[src/tks_pkg.sv]
// Package of constants and types for the touch key signal processing block
`default_nettype none
package tks_pkg;
  localparam int unsigned CLK_HZ = 40000000;
  localparam int unsigned NUM_CH = 4;
  localparam int unsigned DW = 16;
  localparam logic [15:0] THRESH_CNT = 16'h000c;
  localparam logic [15:0] HYST_CNT = 16'h0002;
  localparam logic [2:0] INTEG_LIMIT = 3'h6;
  localparam int unsigned SLOW_RESP_MS = 100;
  localparam int unsigned FAST_RESP_MS = 40;
  localparam int unsigned SLEEP_MS = 90;
  localparam int unsigned SYNC_ASSUMED_MS = 18;
  localparam int unsigned RESET_MIN_US = 10;
  localparam int unsigned SLOW_ACQ_CYC = (CLK_HZ / 1000) * SLEEP_MS;
  localparam int unsigned FAST_ACQ_CYC = (CLK_HZ / 1000) * FAST_RESP_MS / INTEG_LIMIT;
  localparam int unsigned RESET_MIN_CYC = (CLK_HZ / 1000000) * RESET_MIN_US;
  localparam logic [7:0] DRIFT_DOWN_STEPS = 8'h02;
  localparam logic [7:0] DRIFT_UP_STEPS_SLOW = 8'h0b;
  localparam logic [7:0] DRIFT_UP_STEPS_SYNC = 8'h37;
  localparam logic [7:0] DRIFT_DOWN_STEPS_SYNC = 8'h0a;
  localparam logic [7:0] SS_LFSR_SEED = 8'ha5;
  typedef enum logic [1:0] {
    TKS_ST_STRAP = 2'b00,
    TKS_ST_CAL = 2'b01,
    TKS_ST_RUN = 2'b10
  } tks_state_t;
endpackage : tks_pkg
`default_nettype wire

[src/tks_ch_if.sv]
// Interface carrying per-channel acquisition and results to a channel tracker
`default_nettype none
interface tks_ch_if;
  logic acq_stb;
  logic cal;
  logic drift_up_stb;
  logic drift_dn_stb;
  logic [15:0] raw;
  logic detect;
  logic [15:0] reference;
  modport ctl (output acq_stb, output cal, output drift_up_stb, output drift_dn_stb,
    output raw, input detect, input reference);
  modport ch (input acq_stb, input cal, input drift_up_stb, input drift_dn_stb,
    input raw, output detect, output reference);
endinterface : tks_ch_if
`default_nettype wire

[src/tks_channel.sv]
// One sensing channel: reference tracking, threshold, hysteresis, integrator
`default_nettype none
module tks_channel
  import tks_pkg::*;
(
  // Clock and reset
  input wire logic clk_in,
  input wire logic nrst_in,
  // Channel link
  tks_ch_if.ch chl
);
  logic [15:0] ref_r, ref_nxt;
  logic [2:0] integ_r, integ_nxt;
  logic det_r, det_nxt;
  logic [15:0] delta;
  logic above;
  logic hit;

  always_comb begin
    delta = (chl.raw > ref_r) ? 16'(chl.raw - ref_r) : 16'h0000;
    above = delta >= THRESH_CNT;
    hit = det_r ? (delta >= 16'(THRESH_CNT - HYST_CNT)) : above;
    ref_nxt = ref_r;
    integ_nxt = integ_r;
    det_nxt = det_r;
    if (chl.cal) begin
      ref_nxt = chl.raw;
      integ_nxt = 3'h0;
      det_nxt = 1'b0;
    end else if (chl.acq_stb) begin
      if (hit) begin
        if (integ_r < INTEG_LIMIT) begin
          integ_nxt = 3'(integ_r + 3'h1);
        end
        if (3'(integ_r + 3'h1) >= INTEG_LIMIT) begin
          det_nxt = 1'b1;
        end
      end else begin
        integ_nxt = 3'h0;
        det_nxt = 1'b0;
      end
    end
    // Reference frozen while detecting
    // A detecting acquisition must not drag the reference toward the touch
    if (!chl.cal && !det_r && integ_r == 3'h0 && !hit) begin
      if (chl.drift_dn_stb && chl.raw < ref_r) begin
        ref_nxt = 16'(ref_r - 16'h0001);
      end else if (chl.drift_up_stb && chl.raw > ref_r) begin
        ref_nxt = 16'(ref_r + 16'h0001);
      end
    end
  end

  always_ff @(posedge clk_in or negedge nrst_in) begin
    if (!nrst_in) begin
      ref_r <= 16'h0000;
      integ_r <= 3'h0;
      det_r <= 1'b0;
    end else begin
      ref_r <= ref_nxt;
      integ_r <= integ_nxt;
      det_r <= det_nxt;
    end
  end

  assign chl.detect = det_r;
  assign chl.reference = ref_r;
endmodule : tks_channel
`default_nettype wire

[src/tks_top.sv]
// Four channel touch key signal processing top
`default_nettype none
// Notes on behaviour
// - Strap pin level at startup picks slow-sync or fast spread-spectrum mode.
// - Slow mode responds in about 100 ms and locks bursts to external sync.
// - Slow mode never drives spread-spectrum modulation.
// - Fast mode responds in about 40 ms, spreads spectrum, ignores sync.
// - One shared pin is sync input or spread-spectrum drive by mode.
// - Reset pin is active low; high allows normal operation.
// - Four channels each keep their own reference, detection and output.
// - All signal arithmetic is sixteen bits wide.
// - Reference tracks raw signal slowly, only when channel not detecting.
// - Threshold and hysteresis are relative to the current reference.
// - Detection freezes that channel's reference until detection ends.
// - Reference follows falling signal faster than rising signal.
// - Slow mode without sync paces drift from the 90 ms sleep interval.
// - With sync, drift counters advance once per sync period, limits scaled for 18 ms.
// - Detection threshold is twelve counts above reference on every channel.
// - Hysteresis of two counts below threshold before detection ends.
// - Key output needs six consecutive hits; a miss clears the counter.
// - Reset held low at least 10 us then released, and power-up, recalibrate every channel.
module tks_top
  import tks_pkg::*;
#(
  parameter int unsigned SLOW_ACQ = SLOW_ACQ_CYC,
  parameter int unsigned FAST_ACQ = FAST_ACQ_CYC
) (
  // Clock and reset
  input wire logic clk_in,
  input wire logic nrst_in,
  // Recalibration reset pin and strap
  input wire logic recal_reset_n_in,
  input wire logic strap_option_a_in,
  // Acquired signals, one 16-bit word per channel, with strobe
  input wire logic acq_valid_in,
  input wire logic [63:0] acq_raw_in,
  // Shared sync / spread-spectrum pin
  input wire logic sync_ss_in,
  output logic sync_ss_out,
  output logic sync_ss_oe_n_out,
  // Burst request to the acquisition front end, and fast mode flag
  output logic burst_req_out,
  output logic fast_mode_out,
  // Key outputs
  output logic key_output_1_out,
  output logic key_output_2_out,
  output logic key_output_3_out,
  output logic key_output_4_out
);
  initial begin
    if (SLOW_ACQ < 1 || FAST_ACQ < 1) begin
      $error("acquisition intervals must be at least one cycle");
    end
  end

  // Synchronisers for pins
  logic [1:0] rst_s_r, sync_s_r, strap_s_r, acqv_s_r;
  logic sync_prev_r;
  // Strap is read only once its synchroniser holds the pin level, not the reset fill
  logic [1:0] strap_wait_r;
  always_ff @(posedge clk_in or negedge nrst_in) begin
    if (!nrst_in) begin
      rst_s_r <= 2'h0;
      sync_s_r <= 2'h0;
      strap_s_r <= 2'h0;
      acqv_s_r <= 2'h0;
      sync_prev_r <= 1'b0;
      strap_wait_r <= 2'h0;
    end else begin
      rst_s_r <= {rst_s_r[0], recal_reset_n_in};
      sync_s_r <= {sync_s_r[0], sync_ss_in};
      strap_s_r <= {strap_s_r[0], strap_option_a_in};
      acqv_s_r <= {acqv_s_r[0], acq_valid_in};
      sync_prev_r <= sync_s_r[1];
      strap_wait_r <= strap_wait_r[1] ? strap_wait_r : 2'(strap_wait_r + 2'h1);
    end
  end
  logic sync_rise;
  assign sync_rise = sync_s_r[1] & ~sync_prev_r;

  // Control state
  tks_state_t st_r, st_nxt;
  logic fast_r, fast_nxt;
  logic [31:0] tmr_r, tmr_nxt;
  logic [15:0] lowcnt_r, lowcnt_nxt;
  logic [7:0] up_r, up_nxt, dn_r, dn_nxt;
  logic [7:0] lfsr_r, lfsr_nxt;
  logic sync_seen_r, sync_seen_nxt;
  logic burst_r, burst_nxt;
  logic cal_pend_r, cal_pend_nxt;
  // Some channel hit on the last acquisition and is still integrating
  logic pend_r, pend_nxt;
  logic cal, acq_stb, up_stb, dn_stb, any_integ;
  logic [3:0] det;
  logic [7:0] up_lim, dn_lim;

  always_comb begin
    st_nxt = st_r;
    fast_nxt = fast_r;
    tmr_nxt = 32'(tmr_r + 32'h1);
    lowcnt_nxt = rst_s_r[1] ? 16'h0000 : 16'(lowcnt_r + ((lowcnt_r == 16'hffff) ? 16'h0 : 16'h1));
    up_nxt = up_r;
    dn_nxt = dn_r;
    lfsr_nxt = lfsr_r;
    sync_seen_nxt = sync_seen_r;
    burst_nxt = 1'b0;
    cal_pend_nxt = cal_pend_r;
    pend_nxt = pend_r;
    cal = 1'b0;
    up_stb = 1'b0;
    dn_stb = 1'b0;
    acq_stb = 1'b0;
    // Held low long enough, then released: recalibrate on release
    if (rst_s_r[1] && lowcnt_r >= 16'(RESET_MIN_CYC)) begin
      cal_pend_nxt = 1'b1;
    end
    up_lim = sync_seen_r ? DRIFT_UP_STEPS_SYNC : DRIFT_UP_STEPS_SLOW;
    dn_lim = sync_seen_r ? DRIFT_DOWN_STEPS_SYNC : DRIFT_DOWN_STEPS;
    case (st_r)
      TKS_ST_STRAP: begin
        if (strap_wait_r[1]) begin
          fast_nxt = ~strap_s_r[1];
          st_nxt = TKS_ST_CAL;
        end
      end
      TKS_ST_CAL: begin
        burst_nxt = 1'b1;
        if (acqv_s_r[1]) begin
          cal = 1'b1;
          cal_pend_nxt = 1'b0;
          tmr_nxt = 32'h0;
          st_nxt = TKS_ST_RUN;
        end
      end
      TKS_ST_RUN: begin
        if (cal_pend_r) begin
          st_nxt = TKS_ST_CAL;
        end
        if (fast_r) begin
          // Pseudo-random jitter on burst timing
          if (tmr_r >= 32'(FAST_ACQ) + {24'h0, lfsr_r[7:6], 6'h00}) begin
            burst_nxt = 1'b1;
            tmr_nxt = 32'h0;
            lfsr_nxt = {lfsr_r[6:0], lfsr_r[7] ^ lfsr_r[5] ^ lfsr_r[4] ^ lfsr_r[3]};
          end
        end else if (sync_rise) begin
          burst_nxt = 1'b1;
          sync_seen_nxt = 1'b1;
          tmr_nxt = 32'h0;
        end else if (any_integ && tmr_r >= 32'(FAST_ACQ)) begin
          burst_nxt = 1'b1; // Confirming a touch runs without sleep
          tmr_nxt = 32'h0;
        end else if (tmr_r >= 32'(SLOW_ACQ)) begin
          burst_nxt = 1'b1;
          sync_seen_nxt = 1'b0;
          tmr_nxt = 32'h0;
        end
        if (acqv_s_r[1] && !burst_r) begin
          acq_stb = 1'b1;
          // Drift pacing per acquisition, limits picked by sync seen; fast mode uses the sleep limits
          up_nxt = (up_r >= up_lim) ? 8'h00 : 8'(up_r + 8'h01);
          dn_nxt = (dn_r >= dn_lim) ? 8'h00 : 8'(dn_r + 8'h01);
          up_stb = up_r >= up_lim;
          dn_stb = dn_r >= dn_lim;
        end
      end
      default: begin
        st_nxt = TKS_ST_STRAP;
      end
    endcase
    // Raw words are only valid at an acquisition, so the hit is latched there
    if (acq_stb) begin
      pend_nxt = |integ_any;
    end
    if (cal) begin
      pend_nxt = 1'b0;
    end
  end

  always_ff @(posedge clk_in or negedge nrst_in) begin
    if (!nrst_in) begin
      st_r <= TKS_ST_STRAP;
      fast_r <= 1'b0;
      tmr_r <= 32'h0;
      lowcnt_r <= 16'h0;
      up_r <= 8'h00;
      dn_r <= 8'h00;
      lfsr_r <= SS_LFSR_SEED;
      sync_seen_r <= 1'b0;
      burst_r <= 1'b0;
      cal_pend_r <= 1'b0;
      pend_r <= 1'b0;
    end else begin
      st_r <= st_nxt;
      fast_r <= fast_nxt;
      tmr_r <= tmr_nxt;
      lowcnt_r <= lowcnt_nxt;
      up_r <= up_nxt;
      dn_r <= dn_nxt;
      lfsr_r <= lfsr_nxt;
      sync_seen_r <= sync_seen_nxt;
      burst_r <= burst_nxt;
      cal_pend_r <= cal_pend_nxt;
      pend_r <= pend_nxt;
    end
  end

  // Shared pin: drive spread-spectrum only in fast mode, else input
  logic ss_r;
  always_ff @(posedge clk_in or negedge nrst_in) begin
    if (!nrst_in) begin
      ss_r <= 1'b0;
    end else begin
      ss_r <= lfsr_r[0];
    end
  end
  assign sync_ss_out = fast_r ? ss_r : 1'b0;
  assign sync_ss_oe_n_out = ~(fast_r && st_r == TKS_ST_RUN);
  assign burst_req_out = burst_r;
  assign fast_mode_out = fast_r;

  // Channels
  logic [3:0] integ_any;
  genvar g;
  generate
    for (g = 0; g < 4; g++) begin : g_ch
      tks_ch_if chl ();
      assign chl.acq_stb = acq_stb;
      assign chl.cal = cal;
      assign chl.drift_up_stb = up_stb;
      assign chl.drift_dn_stb = dn_stb;
      assign chl.raw = acq_raw_in[g*16 +: 16];
      assign det[g] = chl.detect;
      assign integ_any[g] = chl.raw >= 16'(chl.reference + THRESH_CNT) && !chl.detect;
      tks_channel u_ch (
        .clk_in(clk_in),
        .nrst_in(nrst_in),
        .chl(chl)
      );
    end
  endgenerate
  assign any_integ = pend_r;

  assign key_output_1_out = det[0];
  assign key_output_2_out = det[1];
  assign key_output_3_out = det[2];
  assign key_output_4_out = det[3];
endmodule : tks_top
`default_nettype wire

[config.mk]
export PLATFORM = sky130hd
export DESIGN_NAME = tks_top
export DESIGN_NICKNAME = d
export VERILOG_FILES = /design/src/tks_pkg.sv /design/src/tks_ch_if.sv /design/src/tks_channel.sv /design/src/tks_top.sv
export SDC_FILE = /design/constraint.sdc
export NUM_CORES = 1
export LEC_CHECK = 0
export BUFFER_PORTS_ARGS = -buffer_cell sky130_fd_sc_hd__buf_2
export CAP_MARGIN = 20
export CORE_MARGIN = 2
export CORE_UTILIZATION = 45
export CTS_CLUSTER_DIAMETER = 120
export CTS_CLUSTER_SIZE = 16
export DETAILED_ROUTE_END_ITERATION = 6
export GPL_TIMING_DRIVEN = 0
export PLACE_DENSITY_LB_ADDON = 0.15
export SETUP_SLACK_MARGIN = 0.3
export SYNTH_ARGS = -nofsm -noshare
export SYNTH_HDL_FRONTEND = slang
export SYNTH_SLANG_ARGS = --single-unit
[constraint.sdc]
create_clock -name clk_in -period 4.2 [get_ports clk_in]
set_input_delay 0.84 -clock clk_in [delete_from_list [all_inputs] [get_ports clk_in]]
set_output_delay 0.84 -clock clk_in [all_outputs]
set_load 0.005 [all_outputs]
; ---- Word level (Yosys, flattened, before mapping)
; Cells that the tools add are included.
[op_classes]
add_sub_neg = 26
mul = 0
div = 0
order_cmp = 34
n_eq_ne = 15
shifts = 0
mux = 97
n_bitwise = 8
reduce_logical = 59
[ops]
columns = operator, count
row1 = $mux W16, 21
row2 = $mux W32, 6
row3 = $ge A16 B4 Y1 const B, 8
row4 = $add A16 B1 Y16 const B, 4
row5 = $add A16 B4 Y16 const B, 4
row6 = $ge A16 B16 Y1, 4
row7 = $gt A16 B16 Y1, 4
row8 = $lt A16 B16 Y1, 4
row9 = $pmux W32 S2, 1
row10 = $sub A16 B1 Y16 const B, 4
row11 = $sub A16 B16 Y16, 4
row12 = $mux W3, 16
row13 = $mux W1, 43
row14 = $add A32 B1 Y32 const B, 1
row15 = $ge A32 B19 Y1 const B, 1
row16 = $ge A32 B20 Y1, 1
row17 = $ge A32 B22 Y1 const B, 1
row18 = $logic_and A1 B1 Y1, 28
row19 = $ne A3 B2 Y1 const B, 8
row20 = $add A19 B8 Y20 const A, 1
row21 = $reduce_and A2 Y1, 10
row22 = $add A16 B1 Y16, 1
row23 = $add A8 B1 Y8 const B, 2
row24 = $eq A16 B16 Y1 const B, 1
row25 = other kinds (26), 61
[totals]
reg_bits = 171
latch_bits = 0
mem_bits_rw = 0
romBits = 0
in_bits = 70
out_inout_bits = 8
word_cells = 270
mem_count = 0

; ---- Depth between registers and ports, before layout
[logic_depth]
ltp_word = 8
mapped_depth = 20

; ---- By module
; A second synthesis with hierarchy kept.
[unflattened]
cells_unflattened = 2187
hier_area_um2 = 18061.1
[by_module_without_submodules]
columns = mod, n_inst, cells_each, area_each_um2, seq_area_each_um2
row1 = tks_channel, 4, 362, 2829.0, 500.5
row2 = tks_top, 1, 739, 6745.2, 2282.2

; ---- Worst setup path before layout
; No wires, ideal clock.
[synth_timing]
path_kind = in2reg
start = in acq_raw_in[0]
end = reg g_ch[0].u_ch.ref_r[10]
setup_ns = 0.082
t_arrival_ns = 3.683
required_time_ns = 4.118
setup_slack_ns = 0.435
cell_stages = 14
n_path_buf = 1
cell_sequence = inv_1 > ha_1 > fa_1 > nor2b_1 > o21ai_0 > o21ai_0 > a22oi_1 > nor4_1 > or4b_1 > o31ai_2 > nand3_1 > buf_2 > or3_1 > a31oi_1
[synth_between]
elab_chain_len = 7
[synth_lines]
columns = element, line_no
row1 = "start, declared", tks_top.sv:36  ; input wire logic [63:0] acq_raw_in,
row2 = $sub A16 B16 Y16 or $gt A16 B16 Y1 (tied branches), "tks_channel.sv:20, tks_channel.sv:48"
row3 = $mux W16, tks_channel.sv:20  ; delta = (chl.raw > ref_r) ? 16'(chl.raw - ref_r) : 16'h0000;
row4 = $ge A16 B4 Y1 (on tied branches), "tks_channel.sv:21, tks_channel.sv:22"
row5 = $mux W1, tks_channel.sv:22  ; hit = det_r ? (delta >= 16'(THRESH_CNT - HYST_CNT)) : above;
row6 = $logic_not A1 Y1, tks_channel.sv:45  ; if (!chl.cal && !det_r && integ_r == 3'h0 && !hit) begin
row7 = $logic_and A1 B1 Y1, tks_channel.sv:45
row8 = $mux W16 (*), tks_channel.sv:45
row9 = via g_ch[0].u_ch.ref_nxt[10], tks_channel.sv:12  ; logic [15:0] ref_r, ref_nxt;
row10 = "end signal, assigned", tks_channel.sv:60  ; ref_r <= ref_nxt;
row11 = "end, declared", tks_channel.sv:12
; The timed path passes the listed nets; every way through them passes the cells marked *.
; A chain may end at the register's enable or synchronous reset.

; ---- Worst setup path in the final report
[layout_timing]
start = reg g_ch[2].u_ch.ref_r[4]
end = reg g_ch[2].u_ch.ref_r[13]
[layout_between]
elab_chain_len = 7
[layout_lines]
columns = element, line_no
row1 = "start, declared", tks_channel.sv:12
row2 = "start signal, assigned", tks_channel.sv:60
row3 = $sub A16 B16 Y16 or $gt A16 B16 Y1 (tied branches), "tks_channel.sv:20, tks_channel.sv:48"
row4 = $mux W16, tks_channel.sv:20
row5 = $ge A16 B4 Y1 (on tied branches), "tks_channel.sv:21, tks_channel.sv:22"
row6 = $mux W1, tks_channel.sv:22
row7 = $logic_not A1 Y1, tks_channel.sv:45
row8 = $logic_and A1 B1 Y1, tks_channel.sv:45
row9 = $mux W16 (*), tks_channel.sv:45
row10 = via g_ch[2].u_ch.ref_nxt[13], tks_channel.sv:12
; Marks and branches as above.

==> flow_summary_export.csv <==
group,metric,value,unit
synthesis,synth_compound_area_frac,0.229,
critical_path,critPathLaunch,"g_ch[2].u_ch.chl.reference[4]",
synthesis,synth_flop_cell,"dfrtp_1",
floorplanning,coreArea,35300,um2
final_layout,fillers,3424,
sta,max_freq,262,MHz
floorplanning,die_area,37100,um2
synthesis,synth.ff_latch_count,171,
pwr,ir_drop,0.387,mV
critical_path,rr_worst_depth,15,
synthesis,synth-xor-area-share,0.0772,
final_layout,syn_to_final_growth,14.6,%
grt,first_global_vias,15000,
placement,post-dp-hpwl,37100,um
synthesis,synthSimpleGateAreaFrac,0.233,
sta,drv_slew,0,
run_status,status,"completed",
clocking,cts_buffers,17,
final_layout,multiInputGateArea,11400,um2
placement,gp_congestion,0.921,
synthesis,synthMuxAreaShare,0.0106,
final_layout,postLayoutCoreUtil,0.519,
sta,timing.final.hold_violations,0,
route,avgRoutedWirePerCell,18.9,um
final_layout,layout-drive-gt1-share,0.137,
floorplanning,ioPinCount,78,
worst_hold_path,whs_path_depth,0,
synthesis,async_flop_share,1.00,
grt,track_usage,0.265,
synthesis,ys_warn_count,0,
clocking,cts_tree,"done",
grt,grt_max_degree,92,
synthesis,synthDistinctLibCells,82,
floorplanning,initial_core_util,0.453,
grt,gr-total-overflow,0,
clocking,h-tree-depth,4,
clocking,root_buffer,"clkbuf_16",
sta,rsz0062_at_grt,"true",
sta,finalSetupViolCount,0,
route,wl,49000,um
placement,numPortBuffers,77,
final_layout,final-seq-area,4300,um2
critical_path,cp_max_fo,9,
synthesis,synth_fa_ha_area_frac,0.136,
sta,skew,15.0,ps
sta,finalSetupTns,0,ps
clocking,clockBufferDepth,2,
run,max_cap_violations,0,
sta,final.min_clock_period,3810,ps
placement,place_area,17000,um2
pwr,power.density,637,nW/um2
synthesis,synthTopCellsByArea,"dfrtp_1, ha_1, xnor2_1",
clocking,clk_pin_slew,70,ps
route,first_iter_violations,1166,
final_layout,fin_nets,2358,
placement,pre_cts_slack,-539,ps
critical_path,crit_required,4550,ps
synthesis,syn_area_per_cell,8.02,um2
route,ant_nets,0,
clocking,clkSinkCount,171,
critical_path,crit_path_start_kind,"flip-flop",
synthesis,synth_nets,2236,
route,via_per_inst,6.01,
worst_hold_path,hold_class,"reg -> reg",
floorplanning,num_rows,69,
sta,worst_slack,386,ps
synthesis,synth-edff-count,0,
grt,antenna_found_initial,1,
grt,grt_pass1_wl,78500,um
floorplanning,dieHeight,193,um
synthesis,synth_top_area_frac,0.261,
critical_path,crit_type,"reg -> reg",
pwr,p_leak,7.85,nW
critical_path,cp-end-kind,"flip-flop",
route,dr_total_vias,15600,
synthesis,synth_top_area_cell,"dfrtp_1",
critical_path,worstReg2RegStart,"g_ch[2].u_ch.chl.reference[4]",
synthesis,synth_top_family_by_area,"simple AND/OR/NAND/NOR gates",
route,drt-pass1-iter-count,5,
sta,finalCritPeriodShare,0.908,
sta,max_slew.worst_pin.slew,841,ps
sta,slew_headroom,0.440,
worst_hold_path,worstHoldStart,"sync_s_r[0]",
route,route.detailed.drc,0,
synthesis,synthCells,1994,
synthesis,yosysSeqAreaShare,0.268,
final_layout,stdcell_area,18300,um2
floorplanning,die_w,193,um
synthesis,synth_area,16000,um2
critical_path,crit_arrival,4160,ps
clocking,clock_latency,440,ps
-- sequential cells by signal (all words and copies together), names as in the netlist, 4 cells and up --
register                 cells
dn_r                         8
g_ch.u_ch.chl.reference     64
g_ch.u_ch.chl.detect         4
g_ch.u_ch.integ_r           12
up_r                         8
lowcnt_r                    16
tmr_r                       32
lfsr_r                       8
-- cell usage after synthesis (6+ instances only) --
master,n
buf_2,6
or3_1,39
a31oi_1,48
xor2_1,46
a211o_1,7
nor2b_1,24
and4_1,7
nand3_1,84
o21a_1,28
dfrtp_1,167
nor3b_1,9
a21oi_1,110
nor3_1,53
a21boi_0,7
or4_1,17
a211oi_1,14
o221ai_1,12
o211ai_1,30
nand4_1,51
nand2_1,166
o31ai_1,18
a2111oi_0,6
a21o_1,41
mux2_2,7
ha_1,168
o22ai_1,19
and2_1,13
o21ai_0,113
and3_1,22
nor2_1,191
a22oi_1,10
o21bai_1,11
a311oi_1,6
or2_2,12
a32oi_1,6
o31a_1,9
a41oi_1,7
clkbuf_1,66
nor4_1,24
inv_1,116
mux2i_1,9
xnor2_1,95
nand2b_1,17
-- kinds of logic after synthesis --
| group | after synthesis |
|---|---|
| simple gates | 749 |
| flops | 171 |
| buf+inv | 192 |
| fa+ha+maj | 172 |
| compound gates | 553 |
| xor+xnor | 141 |
| mux | 16 |
-- worst max-delay path, stage by stage (launching register included) --
cell,delay (ps)
dfrtp_1,360
clkbuf_4,170
inv_2,90
ha_1,240
buf_6,150
a21o_1,200
a211o_1,290
o221a_1,250
mux2_2,280
a31o_1,180
or4_4,430
o211ai_4,240
nand2_2,130
buf_6,190
or3_1,350
a31oi_1,170
-- power by group --
| group | switching, W | total, W | leakage (nW) | internal, W |
|---|---|---|---|---|
| registers | 0.000470 | 0.00251 | 2.17 | 0.00204 |
| clock network | 0.000759 | 0.00180 | 0.322 | 0.00104 |
| logic | 0.00449 | 0.00737 | 5.36 | 0.00288 |
| total | 0.00572 | 0.0117 | 7.85 | 0.00596 |
-- layer usage --
| layer | part of all wire | global-route usage | up-vias |
|---|---|---|---|
| met5 | 0 | 0 | - |
| met4 | 0.028 | 0.0893 | 0 |
| met3 | 0.044 | 0.0311 | 81 |
| met2 | 0.48 | 0.446 | 468 |
| met1 | 0.45 | 0.354 | 7441 |
| li1 | - | - | 7587 |
-- through the flow --
| stage | hold slack [ps] | power (W) | cells |
|---|---|---|---|
| 2_1_floorplan | 331 | 0.00735 | 1994 |
| 5_1_grt | 352 | 0.0127 | 2590 |
| 3_5_place_dp | 336 | 0.00917 | 2533 |
| 6_report | 351 | 0.0117 | 2591 |
| 4_1_cts | 351 | 0.0112 | 2570 |
| 3_3_place_gp | 334 | 0.00907 | 2532 |
-- final timing paths --
kind | end | slack (ps)
setup / recovery | g_ch[2].u_ch.chl.reference[13] | 390
hold / removal | sync_s_r[1] | 350
setup reg to reg | g_ch[2].u_ch.chl.reference[13] | 390
hold reg to reg | sync_s_r[1] | 350
max in group asynchronous | g_ch[3].u_ch.chl.reference[9] | 2910
min in group asynchronous | lowcnt_r[2] | 400
-- area by class of cell --
type	instances	area share
Sequential cell	171	0.234
Clock inverter	14	0.0122
Clock buffer	18	0.0240
Buffer	76	0.0197
Multi-Input combinational cell	1631	0.621
Antenna cell	1	0.000136
Tap cell	461	0.0315
Timing Repair Buffer	103	0.0332
Inverter	116	0.0240
-- timing repair --
item	4_1_cts	5_1_grt
endpoints found under the setup margin	68	69
hold buffers	0	0
cloned	0	1
gates resized for setup	53	113
pin swaps	7	23
setup buffers	5	19
-- placed cells by master (no fill, tap or decap), drive strengths merged, types with 22 or more instances in the layout --
| master | netlist | final |
|---|---|---|
| ha | 168 | 168 |
| nand2 | 166 | 166 |
| a31oi | 48 | 48 |
| nor2b | 24 | 24 |
| xor2 | 46 | 46 |
| clkbuf | 67 | 81 |
| xnor2 | 95 | 95 |
| o21ai | 118 | 118 |
| a21o | 41 | 41 |
| dfrtp | 167 | 167 |
| a21oi | 110 | 110 |
| nand4 | 51 | 51 |
| or3 | 39 | 39 |
| o211ai | 31 | 31 |
| nor2 | 191 | 191 |
| buf | 9 | 116 |
| nand3 | 84 | 84 |
| inv | 116 | 122 |
| nor3 | 54 | 54 |
| and3 | 22 | 22 |
| nor4 | 24 | 24 |
| o21a | 28 | 28 |
Note: power is estimated with default switching activity, not from simulation.
